## config.mk

```make
export PLATFORM = sky130hd
export DESIGN_NAME = ccd_exec
export DESIGN_NICKNAME = d
export VERILOG_FILES = /design/src/core/ccd_pkg.sv /design/src/core/ccd_alu_if.sv /design/src/core/ccd_exec.sv /design/src/core/ccd_alu.sv
export SDC_FILE = /design/constraint.sdc
export NUM_CORES = 1
export LEC_CHECK = 0
export ABC_AREA = 1
export BUFFER_PORTS_ARGS = -buffer_cell sky130_fd_sc_hd__clkbuf_2
export CAP_MARGIN = 0
export CORE_MARGIN = 3
export CORE_UTILIZATION = 46
export CTS_CLUSTER_SIZE = 25
export DETAILED_ROUTE_END_ITERATION = 8
export PLACE_DENSITY_LB_ADDON = 0.05
export SLEW_MARGIN = 20
export SYNTH_ARGS = -nofsm -noshare
export SYNTH_HDL_FRONTEND = slang
export SYNTH_SLANG_ARGS = --single-unit
```

## constraint.sdc

```tcl
create_clock -name clk_sys -period 1.6 [get_ports clk_sys]
set_clock_uncertainty 0.1 [all_clocks]
set_input_delay 0.32 -clock clk_sys [delete_from_list [all_inputs] [get_ports clk_sys]]
set_output_delay 0.32 -clock clk_sys [all_outputs]
set_load 0.03 [all_outputs]
```

## src/core/ccd_pkg.sv

```systemverilog
// *********************************************
// shared constants and types
// *********************************************
package ccd_pkg;

   // data path widths
   localparam int DATA_W = 8;
   localparam int ADDR_W = 7;
   localparam int PC_W = 15;
   localparam int LATCH_W = 7;
   localparam int PC_LOW_W = 8;

   // highest file-register address inside the current bank
   localparam logic [6:0] ADDR_MAX = 7'h7f;

   // destination select encodings
   localparam logic DEST_ACC = 1'b0;
   localparam logic DEST_FILE = 1'b1;

   // constant values used by the data path
   localparam logic [7:0] ZERO_BYTE = 8'h00;
   localparam logic [7:0] ONE_BYTE = 8'h01;
   localparam logic [14:0] PC_STEP = 15'h0001;

   // reset values and status flag levels
   localparam logic [7:0] ACC_RESET = 8'h00;
   localparam logic ZERO_FLAG_RESET = 1'b0;
   localparam logic FLAG_N_RESET = 1'b1;
   localparam logic FLAG_N_SET = 1'b1;
   localparam logic FLAG_N_TRIP = 1'b0;

   // default watchdog chain widths
   localparam int WDT_PRESCALE_W = 8;
   localparam int WDT_COUNT_W = 8;

   // instruction group served by this block
   typedef enum logic [2:0]
   {
      watchdog_clear_op,
      call_via_accumulator_op,
      invert_file_op,
      zero_file_op,
      zero_accumulator_op,
      decrement_file_op,
      decrement_skip_op
   } ccd_op_t;

   // sequencing of one- and two-cycle instructions
   typedef enum logic
   {
      ST_EXEC,
      ST_SECOND
   } ccd_state_t;

endpackage

```

## src/core/ccd_alu_if.sv

```systemverilog
`timescale 1ns/1ps
`default_nettype none
// *********************************************
// operands and result between sequencer and data path
// *********************************************
interface ccd_alu_if;
   ccd_pkg::ccd_op_t op;
   logic [7:0] file_data;
   logic [7:0] acc_data;
   logic [7:0] result;
   logic result_zero;

   modport seq (output op, output file_data, output acc_data, input result, input result_zero);
   modport alu (input op, input file_data, input acc_data, output result, output result_zero);
endinterface
`default_nettype wire

```

## src/core/ccd_exec.sv

```systemverilog
`timescale 1ns/1ps
`default_nettype none
// How it works
// RULE1 - watchdog clear zeroes the counter and sets both active-low status flags; in the code an expiry or sleep entry in the same cycle wins
// RULE2 - watchdog clear also zeroes the watchdog prescaler
// RULE3 - call via accumulator pushes program counter plus one onto the stack first
// RULE4 - new pc takes accumulator in low byte and upper latch in high bits
// RULE5 - call via accumulator takes two cycles and leaves all flags alone
// RULE6 - invert file register; destination bit picks accumulator or file; zero updated
// RULE7 - file operands are seven-bit addresses, 0 to 127, in the current bank
// RULE8 - clearing a file register writes zero and sets the zero flag
// RULE9 - clearing the accumulator writes zero and sets the zero flag
// RULE10 - decrement file register, store by destination bit, update zero flag
// RULE11 - decrement and skip: zero result discards next fetch, two cycles, no flags
// RULE12 - zero flag set when the eight-bit result is zero, else cleared
module ccd_exec
#(
   parameter int PRESCALE_W = ccd_pkg::WDT_PRESCALE_W,
   parameter int COUNT_W = ccd_pkg::WDT_COUNT_W
)
(
   input wire logic clk_sys,
   input wire logic reset_n,
   input wire logic op_valid,
   input wire ccd_pkg::ccd_op_t op_code,
   input wire logic [6:0] file_addr,
   input wire logic dest_sel,
   input wire logic [7:0] file_rdata,
   input wire logic [14:0] pc_current,
   input wire logic [6:0] pc_upper_latch,
   input wire logic sleep_enter,
   output logic op_ready,
   output logic file_we,
   output logic [6:0] file_waddr,
   output logic [7:0] file_wdata,
   output logic [7:0] acc_value,
   output logic zero_flag,
   output logic expiry_flag_n,
   output logic sleep_entry_flag_n,
   output logic stack_push,
   output logic [14:0] stack_top,
   output logic pc_load,
   output logic [14:0] pc_load_value,
   output logic fetch_discard,
   output logic [PRESCALE_W-1:0] watchdog_prescaler,
   output logic [COUNT_W-1:0] watchdog_counter
);

   // *********************************************
   // elaboration checks
   // *********************************************
   if (PRESCALE_W < 1 || COUNT_W < 1)
   begin : g_bad_width
      $error("watchdog chain widths must be at least one bit");
   end

   // *********************************************
   // state and data path
   // *********************************************
   ccd_pkg::ccd_state_t state_q;
   ccd_pkg::ccd_state_t state_d;
   logic [7:0] acc_q;
   logic [7:0] file_wdata_q;
   logic [6:0] file_waddr_q;
   logic [14:0] stack_top_q;
   logic [14:0] pc_load_value_q;
   logic [PRESCALE_W-1:0] prescale_q;
   logic [COUNT_W-1:0] count_q;
   // one-bit flags and pulses
   logic zero_q, expiry_n_q, sleep_n_q, file_we_q, stack_push_q, pc_load_q, discard_q;
   logic take, is_op_wdt, is_op_call, is_op_skip, skip_now;
   logic to_acc, to_file, wdt_expire, prescale_wrap;

   ccd_alu_if alu_bus ();

   ccd_alu u_alu
   (
      .bus(alu_bus)
   );

   // feed the data path from the current request
   assign alu_bus.op = op_code;
   assign alu_bus.file_data = file_rdata;
   assign alu_bus.acc_data = acc_q;

   // requests are only taken in the first cycle of an instruction
   assign op_ready = (state_q == ccd_pkg::ST_EXEC);
   assign take = op_valid && op_ready;
   assign is_op_wdt = take && (op_code == ccd_pkg::watchdog_clear_op);
   assign is_op_call = take && (op_code == ccd_pkg::call_via_accumulator_op);
   assign is_op_skip = take && (op_code == ccd_pkg::decrement_skip_op);
   assign skip_now = is_op_skip && alu_bus.result_zero; // RULE11

   // route the result by destination bit; clears have fixed targets
   always_comb
   begin
      to_acc = 1'b0;
      to_file = 1'b0;
      if (take)
      begin
         case (op_code)
            ccd_pkg::invert_file_op,
            ccd_pkg::decrement_file_op,
            ccd_pkg::decrement_skip_op:
            begin
               to_acc = (dest_sel == ccd_pkg::DEST_ACC); // RULE6 RULE10 RULE11
               to_file = (dest_sel == ccd_pkg::DEST_FILE);
            end
            ccd_pkg::zero_file_op: to_file = 1'b1; // RULE8
            ccd_pkg::zero_accumulator_op: to_acc = 1'b1; // RULE9
            default: to_acc = 1'b0;
         endcase
      end
   end

   // *********************************************
   // sequencer
   // *********************************************

   // call and a taken skip hold the second cycle; the fetch path must stall on op_ready
   always_comb
   begin
      state_d = state_q;
      case (state_q)
         ccd_pkg::ST_EXEC:
            if (is_op_call || skip_now)
               state_d = ccd_pkg::ST_SECOND; // RULE5 RULE11
         ccd_pkg::ST_SECOND: state_d = ccd_pkg::ST_EXEC;
         default: state_d = ccd_pkg::ST_EXEC;
      endcase
   end

   always_ff @(posedge clk_sys or negedge reset_n)
   begin
      if (!reset_n)
         state_q <= ccd_pkg::ST_EXEC;
      else
         state_q <= state_d;
   end

   // *********************************************
   // accumulator and file write port
   // *********************************************
   always_ff @(posedge clk_sys or negedge reset_n)
   begin
      if (!reset_n)
         acc_q <= ccd_pkg::ACC_RESET;
      else if (to_acc)
         acc_q <= alu_bus.result;
   end

   // address is already 7 bits wide, so it cannot leave the bank
   always_ff @(posedge clk_sys or negedge reset_n)
   begin
      if (!reset_n)
      begin
         file_we_q <= 1'b0;
         file_waddr_q <= 7'h00;
         file_wdata_q <= ccd_pkg::ZERO_BYTE;
      end
      else
      begin
         file_we_q <= to_file;
         if (to_file)
         begin
            file_waddr_q <= file_addr; // RULE7
            file_wdata_q <= alu_bus.result;
         end
      end
   end

   // *********************************************
   // zero flag
   // *********************************************

   // skip and call leave the flag alone
   always_ff @(posedge clk_sys or negedge reset_n)
   begin
      if (!reset_n)
         zero_q <= ccd_pkg::ZERO_FLAG_RESET;
      else if (take)
      begin
         case (op_code)
            ccd_pkg::zero_file_op,
            ccd_pkg::zero_accumulator_op: zero_q <= 1'b1; // RULE8 RULE9
            ccd_pkg::invert_file_op,
            ccd_pkg::decrement_file_op: zero_q <= alu_bus.result_zero; // RULE12
            default: zero_q <= zero_q; // RULE5 RULE11
         endcase
      end
   end

   // *********************************************
   // call: stack push and program counter load
   // *********************************************
   always_ff @(posedge clk_sys or negedge reset_n)
   begin
      if (!reset_n)
      begin
         stack_push_q <= 1'b0;
         stack_top_q <= 15'h0000;
         pc_load_q <= 1'b0;
         pc_load_value_q <= 15'h0000;
      end
      else
      begin
         stack_push_q <= is_op_call;
         pc_load_q <= is_op_call;
         if (is_op_call)
         begin
            stack_top_q <= pc_current + ccd_pkg::PC_STEP; // RULE3
            pc_load_value_q <= {pc_upper_latch, acc_q}; // RULE4
         end
      end
   end

   // discard pulse for the already fetched next instruction
   always_ff @(posedge clk_sys or negedge reset_n)
   begin
      if (!reset_n)
         discard_q <= 1'b0;
      else
         discard_q <= skip_now; // RULE11
   end

   // *********************************************
   // watchdog chain and status flags
   // *********************************************
   assign prescale_wrap = (prescale_q == {PRESCALE_W{1'b1}});
   assign wdt_expire = prescale_wrap && (count_q == {COUNT_W{1'b1}});

   // clear restarts the whole chain from zero
   always_ff @(posedge clk_sys or negedge reset_n)
   begin
      if (!reset_n)
      begin
         prescale_q <= '0;
         count_q <= '0;
      end
      else if (is_op_wdt)
      begin
         prescale_q <= '0; // RULE2
         count_q <= '0; // RULE1
      end
      else
      begin
         prescale_q <= prescale_q + 1'b1;
         if (prescale_wrap)
         begin
            count_q <= count_q + 1'b1;
         end
      end
   end

   // a trip in the same cycle as the clear wins, so no expiry is lost
   always_ff @(posedge clk_sys or negedge reset_n)
   begin
      if (!reset_n)
      begin
         expiry_n_q <= ccd_pkg::FLAG_N_RESET;
         sleep_n_q <= ccd_pkg::FLAG_N_RESET;
      end
      else
      begin
         if (wdt_expire)
            expiry_n_q <= ccd_pkg::FLAG_N_TRIP;
         else if (is_op_wdt)
            expiry_n_q <= ccd_pkg::FLAG_N_SET; // RULE1
         if (sleep_enter)
            sleep_n_q <= ccd_pkg::FLAG_N_TRIP;
         else if (is_op_wdt)
            sleep_n_q <= ccd_pkg::FLAG_N_SET; // RULE1
      end
   end

   // *********************************************
   // outputs
   // *********************************************
   assign file_we = file_we_q;
   assign file_waddr = file_waddr_q;
   assign file_wdata = file_wdata_q;
   assign acc_value = acc_q;
   assign zero_flag = zero_q;
   assign expiry_flag_n = expiry_n_q;
   assign sleep_entry_flag_n = sleep_n_q;
   assign stack_push = stack_push_q;
   assign stack_top = stack_top_q;
   assign pc_load = pc_load_q;
   assign pc_load_value = pc_load_value_q;
   assign fetch_discard = discard_q;
   assign watchdog_prescaler = prescale_q;
   assign watchdog_counter = count_q;

endmodule
`default_nettype wire

```

## src/core/ccd_alu.sv

```systemverilog
`timescale 1ns/1ps
`default_nettype none
// *********************************************
// combinational data path
// *********************************************
module ccd_alu
(
   ccd_alu_if.alu bus
);

   // result per operation; clears give a zero byte
   always_comb
   begin
      case (bus.op)
         ccd_pkg::invert_file_op: bus.result = ~bus.file_data; // RULE6
         ccd_pkg::decrement_file_op,
         ccd_pkg::decrement_skip_op: bus.result = bus.file_data - ccd_pkg::ONE_BYTE; // RULE10
         ccd_pkg::zero_file_op,
         ccd_pkg::zero_accumulator_op: bus.result = ccd_pkg::ZERO_BYTE;
         default: bus.result = bus.acc_data;
      endcase
   end

   // zero test on the full eight-bit result
   assign bus.result_zero = (bus.result == ccd_pkg::ZERO_BYTE); // RULE12

endmodule
`default_nettype wire

```

Word-level counts from Yosys, hierarchy flattened
Cells that the tools add are included.
{"block": "totals", "ff_bits": 76, "input_bits": 45}
{"block": "op_classes", "addsub": 4, "n_eq_ne": 8, "n_mux": 14, "n_bitwise": 3, "reduce_logical": 18}
{"operator": "$mux W8", "n": 3}
{"operator": "$pmux W8 S3", "n": 1}
{"operator": "$add A8 B1 Y8 const B", "n": 2}
{"operator": "$eq A8 B8 Y1 const B", "n": 2}
{"operator": "$add A15 B1 Y15 const B", "n": 1}
{"operator": "$eq A3 B3 Y1 const B", "n": 3}
{"operator": "$logic_not A8 Y1", "n": 1}
{"operator": "$not A8 Y8", "n": 1}
{"operator": "$pmux W1 S2", "n": 4}
{"operator": "$reduce_bool A2 Y1", "n": 4}
{"operator": "$sub A8 B1 Y8 const B", "n": 1}
{"operator": "$eq A3 B2 Y1 const B", "n": 2}
{"operator": "$logic_and A1 B1 Y1", "n": 6}
{"operator": "$mux W1", "n": 6}
{"operator": "$reduce_or A2 Y1", "n": 3}
{"operator": "$eq A3 B1 Y1 const B", "n": 1}
{"operator": "$logic_not A3 Y1", "n": 1}
{"operator": "$reduce_or A3 Y1", "n": 1}
{"operator": "$not A1 Y1", "n": 2}
{"operator": "$reduce_and A2 Y1", "n": 1}
{"operator": "$logic_or A1 B1 Y1", "n": 1}

Logic depth before layout (Yosys ltp)
Gate-level depths: netlist of the first run.
{"block": "depth", "depth_word": 8, "mapped_depth": 13, "depth_no_buf": 13}

Hierarchy
From an unflattened synthesis of the first run, not the netlist that was laid out.
{"block": "hier_totals", "hier_cells": 526, "area_unflattened_um2": 3896.2}
{"mod": "ccd_exec", "n_inst": 1, "cells_per_inst": 427, "area_each_um2": 3444.6, "seq_area_each_um2": 1904.3}
{"mod": "ccd_alu", "n_inst": 1, "cells_per_inst": 99, "area_each_um2": 451.7, "seq_area_each_um2": 0.0}

Worst setup path after synthesis of the first run
Ideal clock, no wire load.
{"block": "synth_path", "kind": "register to register", "from": "register prescale_q[0] (netlist: watchdog_prescaler[0])", "to": "register count_q[4] (netlist: watchdog_counter[4])", "setup_ps": 123, "t_arrival_ps": 1777, "required_ps": 1377, "path_slack_ps": -400, "stages_incl_launch_ff": 11, "n_path_buf": 0, "synth_period_minus_slack_ps": 2000, "cell_sequence": "dfrtp_1 > ha_1 > nand3_1 > nor2_1 > nand2_1 > nor2_1 > nand2_1 > nor3_1 > nand2_1 > o21ai_0 > a21oi_1"}
{"block": "synth_via", "elab_chain_cells": 2}
{"element": "start, declared", "line": "ccd_exec.sv:67", "source": "logic [PRESCALE_W-1:0] prescale_q;"}
{"element": "start signal, assigned", "line": "ccd_exec.sv:247", "source": "prescale_q <= prescale_q + 1'b1;"}
{"element": "$eq A8 B8 Y1", "line": "ccd_exec.sv:229", "source": "assign prescale_wrap = (prescale_q == {PRESCALE_W{1'b1}});"}
{"element": "$reduce_bool A2 Y1 (no source line)"}
{"element": "end signal, assigned", "line": "ccd_exec.sv:250", "source": "count_q <= count_q + 1'b1;"}
{"element": "end, declared", "line": "ccd_exec.sv:68", "source": "logic [COUNT_W-1:0] count_q;"}
Every way passes these cells.
A chain may end at the register's enable or synchronous reset.

Worst setup path in the final report of the first run
Same ends and word-level chain as after synthesis.

==> reports/qor.csv, run 1 <==
stage,metric,value,unit
outcome,status,"finished, violations left",
outcome,failing checks,setup timing,
yosys,top-count cell post-synth,nand2_1,
die,Initial Utilization,0.475,
clock_network,Worst-Skew Late Latency,0.34,ns
clock_network,CTS root buf,clkbuf_8,
final_layout,# fillers,697,
final_layout,fin nets,693,
clock_network,clk sinks,76,
flow_run,max-cap viol count,0,
detailed_routing,Final ANT Viol Nets,0,
detailed_routing,Iteration-0 DRC Markers,99,
die,Die X,95.5,um
global_routing,antenna violations before repair,0,
yosys,syn_nets,506,
placed_design,Detailed Place HPWL,7140,um
power,leakage,0.00288,uW
clock_network,clock transition at the registers of the reported paths,0.08,ns
yosys,ys async rst share,1.00,
critical_path,Worst Path Required,1.72,ns
placed_design,placed cell areas,4890,um^2
power,peak supply drop,0.636,mV
placed_design,port bufs,121,
yosys,post-synthesis sequential area ratio,0.516,
detailed_routing,via count,3655,
yosys,"top cells by count, synth","nand2_1 (153), dfrtp_1 (74), inv_1 (44)",
critical_path,Setup crit start,watchdog_prescaler[0],
critical_path,CP Class,flop to flop,
final_layout,"Design Area, Final",5160,um^2
clock_network,CTS tree,done,
sta,Final Cycle Share,1.01,
global_routing,Global Route Usage Sum,0.211,
critical_path,terminus of the critical flop-to-flop path,watchdog_counter[4],
min_path,Worst Hold Class,input port to flop,
global_routing,first-pass GRT wire length,15000,um
yosys,"Avg Cell Area, Syn",8.07,um^2
critical_path,crit end category,flop,
critical_path,worst-path fanout max,5,
sta,min Tclk post-route,1.62,ns
min_path,worst hold path endpoint,file_waddr[0],
placed_design,gpl congestion,0.832,
critical_path,crit-path most repeated cell,nand2_1,
critical_path,Reg2Reg Depth,10,
clock_network,total CTS buffers,9,
critical_path,startpoint types,flop,
die,core area,7770,um^2
sta,Final setup viols,2,
final_layout,share of cells above drive strength 1,0.351,
global_routing,number of global-route vias before repair,3349,
global_routing,largest net degree at the start of global routing,31,
die,Row Count,32,
detailed_routing,DRC,0,
critical_path,"Arr. time, crit path",1.74,ns
final_layout,Final Util,0.665,
critical_path,slowest cell on the critical path,dfrtp_2,
sta,"Slew Viols, Final",0,
sta,Worst Max-Slew Pin Slew,0.387,ns
sta,fmax,0.616,GHz
yosys,Synth Instances,457,
min_path,worst min-delay path startpoint,file_addr[0],
sta,slew margin rel.,0.739,
yosys,"top cells by area, synth","dfrtp_1 (50%), nand2_1 (16%), inv_1 (4.5%)",
final_layout,# diodes,0,
global_routing,GR Overflow Total,0,
sta,RSZ-0062 raised after global routing,true,
final_layout,Synth-to-Final Area Change,40.0,%
critical_path,RR Startpoint,watchdog_prescaler[0],
die,die area,9130,um^2
yosys,"Cell Area, Synth",3690,um^2
yosys,synth unique cells,33,
min_path,hold depth,3,
power,PwrDens,1230,nW/um^2
clock_network,Max Root-Sink Buffers,2,
detailed_routing,total iterations of the first detailed-routing run,4,
yosys,main flop type after synthesis,dfrtp_1,
detailed_routing,DR vias/cell,4.87,
die,I/O pin cnt,122,
yosys,YS warnings,0,
yosys,Post-synth EDFFs,0,
sta,"Hold Violations, Final",0,
sta,final setup margin,-0.0236,ns
detailed_routing,routed wire length,9290,um
critical_path,flop2flop setup slack,-0.02,ns
detailed_routing,wire length per cell,12.4,um
die,Die Ht,95.5,um
yosys,Yosys top cell by area,dfrtp_1,
yosys,Synth Register Bits,76,
critical_path,crit-path cells,"ha_4, nand3_2, nor2_1, nand2_1, nor2_4, nand2_4, nor3_4, nand2_1, o21ai_1, a21oi_1",
clock_network,H-Tree Depth,3,
yosys,Synth top area share,0.502,
critical_path,CP peak stage delay,0.39,ns
registers in the layout (all words and copies together) (netlist names), 7 cells and up:
signal	flops
stack_top	15
watchdog_prescaler	8
pc_load_value	15
file_wdata	8
watchdog_counter	8
acc_value	8
file_waddr	7
final cells by class:
cell class              count  area [um^2]  area share
inverters                  50          190      0.0368
flip-flops and latches     76         1910       0.369
clock buffers              11          131      0.0254
clock inverters             5         53.8      0.0104
repair buffers            184         1120       0.218
multi-input cells         323         1630       0.316
well taps                 102          128      0.0247
placed cells by master (no fill, tap or decap), types with 3 or more instances in the layout:
| cell | n |
|---|---|
| nand3_1 | 27 |
| clkinv_2 | 3 |
| buf_4 | 59 |
| nand4_1 | 6 |
| clkbuf_8 | 9 |
| o21ai_0 | 28 |
| xnor2_1 | 5 |
| ha_1 | 3 |
| nand3_2 | 7 |
| inv_1 | 43 |
| clkbuf_2 | 120 |
| nor3_4 | 3 |
| dfrtp_1 | 72 |
| buf_12 | 3 |
| a21oi_1 | 12 |
| o21ai_1 | 7 |
| nand2_1 | 152 |
| nor3_1 | 5 |
| inv_2 | 4 |
| nor2_1 | 37 |
| xor2_1 | 8 |
| nor4_1 | 4 |
routing by layer:
| layer | global-route usage | wire length, um | vias to the layer above |
|---|---|---|---|
| li1 | - | - | 1843 |
| met1 | 0.282 | 4150 | 1691 |
| met2 | 0.329 | 4400 | 108 |
| met3 | 0.0505 | 599 | 13 |
| met4 | 0.0853 | 141 | 0 |
| met5 | 0 | 0 | - |
worst max path at each step:
stage / endpoint
after detailed placement: state_q
after global placement: state_q
after floorplan: watchdog_counter[4]
final: watchdog_counter[4]
after global routing: watchdog_counter[5]
after CTS: watchdog_counter[5]
stage by stage:
stage / instances / hold slack [ns] / total power (uW) / setup slack (ns) / setup TNS (ns)
after floorplan: 457 / -0.0756 / 4060 / -0.162 / -0.339
after global placement: 730 / 0.149 / 4940 / -0.113 / -1.01
after detailed placement: 730 / 0.150 / 4980 / -0.193 / -2.18
after CTS: 750 / 0.0577 / 6410 / -0.0584 / -0.114
after global routing: 751 / 0.0568 / 6780 / -0.136 / -0.700
final: 751 / 0.0707 / 6360 / -0.0236 / -0.0446
power breakdown:
part / internal [uW] / switching [uW] / leakage, uW / total (uW)
clock network: 717 / 689 / 0.0000971 / 1410
registers: 2330 / 304 / 0.000965 / 2640
logic: 760 / 1560 / 0.00182 / 2320
critical path, delay by kind of cell (launching register included):
kind	cells	cell delay, ns
AOI/OAI and AO/OA	2	0.17
and+or+nand+nor	7	0.70
adders and majority gates	1	0.14
DFF	1	0.39
timing repair:
action	in CTS	in global routing
gates resized for setup	2	9
endpoints found under the hold margin	22	0
setup buffers	2	1
setup endpoints to repair	4	13
hold buffers	2	0
kinds of logic (layout without fill, tap and decap cells):
kind of cell             Yosys count  in the layout  synth area share
XOR/XNOR                          13             13            0.0309
flip-flops                        76             76             0.516
AO/OA/AOI/OAI                     57             57            0.0831
adder cells (fa/ha/maj)            4              4            0.0136
AND/OR/NAND/NOR                  249            249             0.294
buffers and inverters             58            250            0.0624
Note: power is estimated with default switching activity, not from simulation.
==> inputs of run 2 (changes only) <==
--- a/config.mk
+++ b/config.mk
@@ -5,10 +5,8 @@
 export SDC_FILE = /design/constraint.sdc
 export NUM_CORES = 1
 export LEC_CHECK = 0
-export ABC_AREA = 1
 export BUFFER_PORTS_ARGS = -buffer_cell sky130_fd_sc_hd__clkbuf_2
 export CAP_MARGIN = 0
-export CORE_MARGIN = 3
 export CORE_UTILIZATION = 46
 export CTS_CLUSTER_SIZE = 25
 export DETAILED_ROUTE_END_ITERATION = 8
==> run 2 against run 1 <==
  * The flow still finishes with violations (setup timing)
  * Fmax fell by 17%
  * Via count up 1.9%
  * Sequential cell count stayed put
  * Final area grew 15%
  * Worst setup slack worse by 0.34 ns
  * Area after synthesis is 4.0% higher
  * Worst hold slack worse by 0.0046 ns
  * Largest power group is now combinational logic
==> reports/qor.csv, run 2 <==
stage,metric,value,unit,change
sta,Final Cycle Share,1.23,,was 1.01
detailed_routing,via count,3725,,was 3655
die,Die Ht,93.3,um,was 95.5 um
final_layout,Synth-to-Final Area Change,55.4,%,was 40.0%
final_layout,share of cells above drive strength 1,0.492,,was 0.351
die,Initial Utilization,0.486,,was 0.475
outcome,failing checks,setup timing,,unchanged
yosys,top-count cell post-synth,dfrtp_1,,was nand2_1
critical_path,startpoint types,input port,,was flop
sta,final setup margin,-0.366,ns,was -0.0236 ns
clock_network,CTS root buf,clkbuf_8,,unchanged
placed_design,Detailed Place HPWL,7950,um,was 7140 um
sta,Hold WS,0.0661,ns,was 0.0707 ns
global_routing,GR Overflow Total,0,,unchanged
power,leakage,0.00297,uW,was 0.00288 uW
final_layout,Post-Layout Cell Count,716,,was 751
clock_network,total CTS buffers,9,,unchanged
die,core area,7890,um^2,was 7770 um^2
global_routing,antenna violations before repair,0,,unchanged
final_layout,"most common cell after layout, fill and taps aside",clkbuf_2,,was nand2_1
detailed_routing,total iterations of the first detailed-routing run,4,,unchanged
critical_path,crit-path cells,"clkbuf_16, inv_12, ha_4, or3b_4, or3_4, o41a_1, nand3_2, nor4b_4, o32a_1",,"was ha_4, nand3_2, nor2_1, nand2_1, nor2_4, nand2_4, nor3_4, nand2_1, o21ai_1, a21oi_1"
sta,fmax,0.509,GHz,was 0.616 GHz
critical_path,"Arr. time, crit path",2.11,ns,was 1.74 ns
die,Die X,93.3,um,was 95.5 um
yosys,Synth top area share,0.483,,was 0.502
critical_path,flop2flop setup slack,-0.29,ns,was -0.02 ns
yosys,"top cells by count, synth","dfrtp_1 (74), nand2_1 (73), nor2_1 (31)",,"was nand2_1 (153), dfrtp_1 (74), inv_1 (44)"
critical_path,slowest cell on the critical path,or3b_4,,was dfrtp_2
critical_path,Worst Path Required,1.75,ns,was 1.72 ns
detailed_routing,Iteration-0 DRC Markers,135,,was 99
detailed_routing,DRC,0,,unchanged
yosys,Synth Register Bits,76,,unchanged
placed_design,gpl congestion,0.922,,was 0.832
critical_path,worst-path fanout max,3,,was 5
placed_design,Placed Cells,682,,was 730
sta,RSZ-0062 raised after global routing,true,,unchanged
yosys,Yosys top cell by area,dfrtp_1,,unchanged
critical_path,crit path buf inv count,2,,was 0
final_layout,fin nets,658,,was 693
sta,aggregate negative setup slack,-2.87,ns,was -0.0446 ns
power,switching share of power,0.401,,about the same
die,I/O pin cnt,122,,unchanged
clock_network,CTS tree,done,,unchanged
sta,Worst Max-Slew Pin Slew,0.398,ns,was 0.387 ns
global_routing,Global Route Usage Sum,0.267,,was 0.211
sta,slew margin rel.,0.732,,was 0.739
yosys,"Cell Area, Synth",3840,um^2,was 3690 um^2
sta,"Hold Violations, Final",0,,unchanged
global_routing,number of global-route vias before repair,3697,,was 3349
outcome,status,"finished, violations left",,unchanged
yosys,Post-synth EDFFs,0,,unchanged
sta,"Slew Viols, Final",0,,unchanged
clock_network,Worst-Skew Late Latency,0.35,ns,was 0.34 ns
yosys,main flop type after synthesis,dfrtp_1,,unchanged
critical_path,Top delay family on crit path,simple AND/OR/NAND/NOR gates,,unchanged
yosys,Synth Instances,396,,was 457
sta,min Tclk post-route,1.97,ns,was 1.62 ns
clock_network,H-Tree Depth,3,,unchanged
power,PwrDens,1200,nW/um^2,was 1230 nW/um^2
clock_network,clock transition at the registers of the reported paths,0.09,ns,was 0.08 ns
global_routing,first-pass GRT wire length,17900,um,was 15000 um
yosys,"Avg Cell Area, Syn",9.69,um^2,was 8.07 um^2
power,Clk pwr share,0.223,,was 0.221
die,die area,8710,um^2,was 9130 um^2
placed_design,port bufs,121,,unchanged
yosys,synth unique cells,60,,was 33
sta,Final setup viols,14,,was 2
min_path,Worst Hold Class,input port to flop,,unchanged
detailed_routing,Final ANT Viol Nets,0,,unchanged
detailed_routing,DR vias/cell,5.20,,was 4.87
power,combinational share of power,0.408,,was 0.364
power,Psw,2870,uW,was 2550 uW
detailed_routing,wire length per cell,15.6,um,was 12.4 um
detailed_routing,routed wire length,11200,um,was 9290 um
critical_path,CP Class,input port to flop,,was flop to flop
yosys,ys async rst share,1.00,,unchanged
critical_path,CP peak stage delay,0.37,ns,was 0.39 ns
final_layout,# diodes,0,,unchanged
power,peak supply drop,1.11,mV,was 0.636 mV
power,Pint,4290,uW,was 3810 uW
global_routing,largest net degree at the start of global routing,42,,was 31
critical_path,crit end category,flop,,unchanged
flow_run,max-cap viol count,0,,unchanged
yosys,YS warnings,0,,unchanged
power,Sequential Power Share,0.369,,was 0.414
yosys,syn_nets,445,,was 506
clock_network,clk sinks,76,,unchanged
clock_network,Max Root-Sink Buffers,2,,unchanged
die,Row Count,32,,unchanged
final_layout,"commonest cells after routing, fill and taps aside","clkbuf_2 (116), buf_4 (82), nand2_1 (72)",,"was nand2_1 (152), clkbuf_2 (120), dfrtp_1 (72)"
yosys,"top cells by area, synth","dfrtp_1 (48%), nand2_1 (7.1%), mux2_2 (5.3%)",,"was dfrtp_1 (50%), nand2_1 (16%), inv_1 (4.5%)"
yosys,post-synthesis sequential area ratio,0.496,,was 0.516
final_layout,Final Util,0.756,,was 0.665
placed_design,Place WS,-0.937,ns,was -0.193 ns
## run 2: cell count changes after synthesis, moves of 7 or more
cell	delta
mux2_2	+18
o21ai_0	-9
inv_1	-34
nand3_1	-13
xnor2_1	+7
nand2_1	-80
buf_2	+7
nor2_1	-8
## run 2: layout make-up
type | count | area (um^2)
flip-flops and latches | 76 | 1910
clock inverters | 7 | 90.1
multi-input cells | 288 | 2090
inverters | 12 | 65.1
well taps | 102 | 128
repair buffers | 222 | 1560
fillers | 597 | 1930
clock buffers | 9 | 124
## run 2: stage by stage
stage | instance area [um^2] | power, uW
floorplan | 4060 | 4300
global placement | 5320 | 5370
detailed placement | 5320 | 5430
CTS | 5850 | 7150
global route | 5960 | 7520
finish | 5960 | 7150
## run 2: cell families (layout without fill, tap and decap cells)
| family | Yosys count | count (layout) | synth area share |
|---|---|---|---|
| muxes | 23 | 23 | 0.0659 |
| DFF | 76 | 76 | 0.496 |
| adders and majority gates | 4 | 4 | 0.0130 |
| and+or+nand+nor | 172 | 172 | 0.221 |
| xor gates and xnor gates | 24 | 24 | 0.0548 |
| buffers and inverters | 32 | 250 | 0.0372 |
| AOI/OAI and AO/OA | 65 | 65 | 0.112 |
## run 2: worst paths after layout
path | start | endpoint | cells past startpoint
max in group asynchronous | reset_n | stack_top[4] | 3
min in group asynchronous | reset_n | watchdog_counter[2] | 2
hold reg to reg | stack_top[1] | stack_top[1] | 2
hold / removal | pc_upper_latch[0] | pc_load_value[8] | 3
setup reg to reg | acc_value[3] | fetch_discard | 5
setup / recovery | file_rdata[1] | zero_flag | 9
## run 2: power groups by stage
stage          registers (uW)  clock network [uW]  logic, uW
4_1_cts                  2630                1630       2890
3_3_place_gp             2640                   0       2720
5_1_grt                  2690                1720       3120
6_report                 2640                1600       2920
2_1_floorplan            3540                   0        764
3_5_place_dp             2670                   0       2760
## run 2: timing repair
item                                    CTS  global route
hold buffers                              2             0
cloned                                    1             1
resized for setup                        37            32
pin swaps                                16             7
buffers inserted                         14             4
endpoints found under the hold margin    19             0
endpoints found under the setup margin   31            34
## run 2: worst register-to-register path: cells and delay by family, from the launching register on
family          cells  cell delay [ns]
simple gates        4             0.92
flops               1             0.44
compound gates      1             0.37
## run 2: metal layers
metal  GRT usage  up-vias  share of wire
met4      0.0910        0          0.021
li1            -     1806              -
met5           0        -              0
met3      0.0480       20          0.040
met1       0.343     1805           0.43
met2       0.454       94           0.51
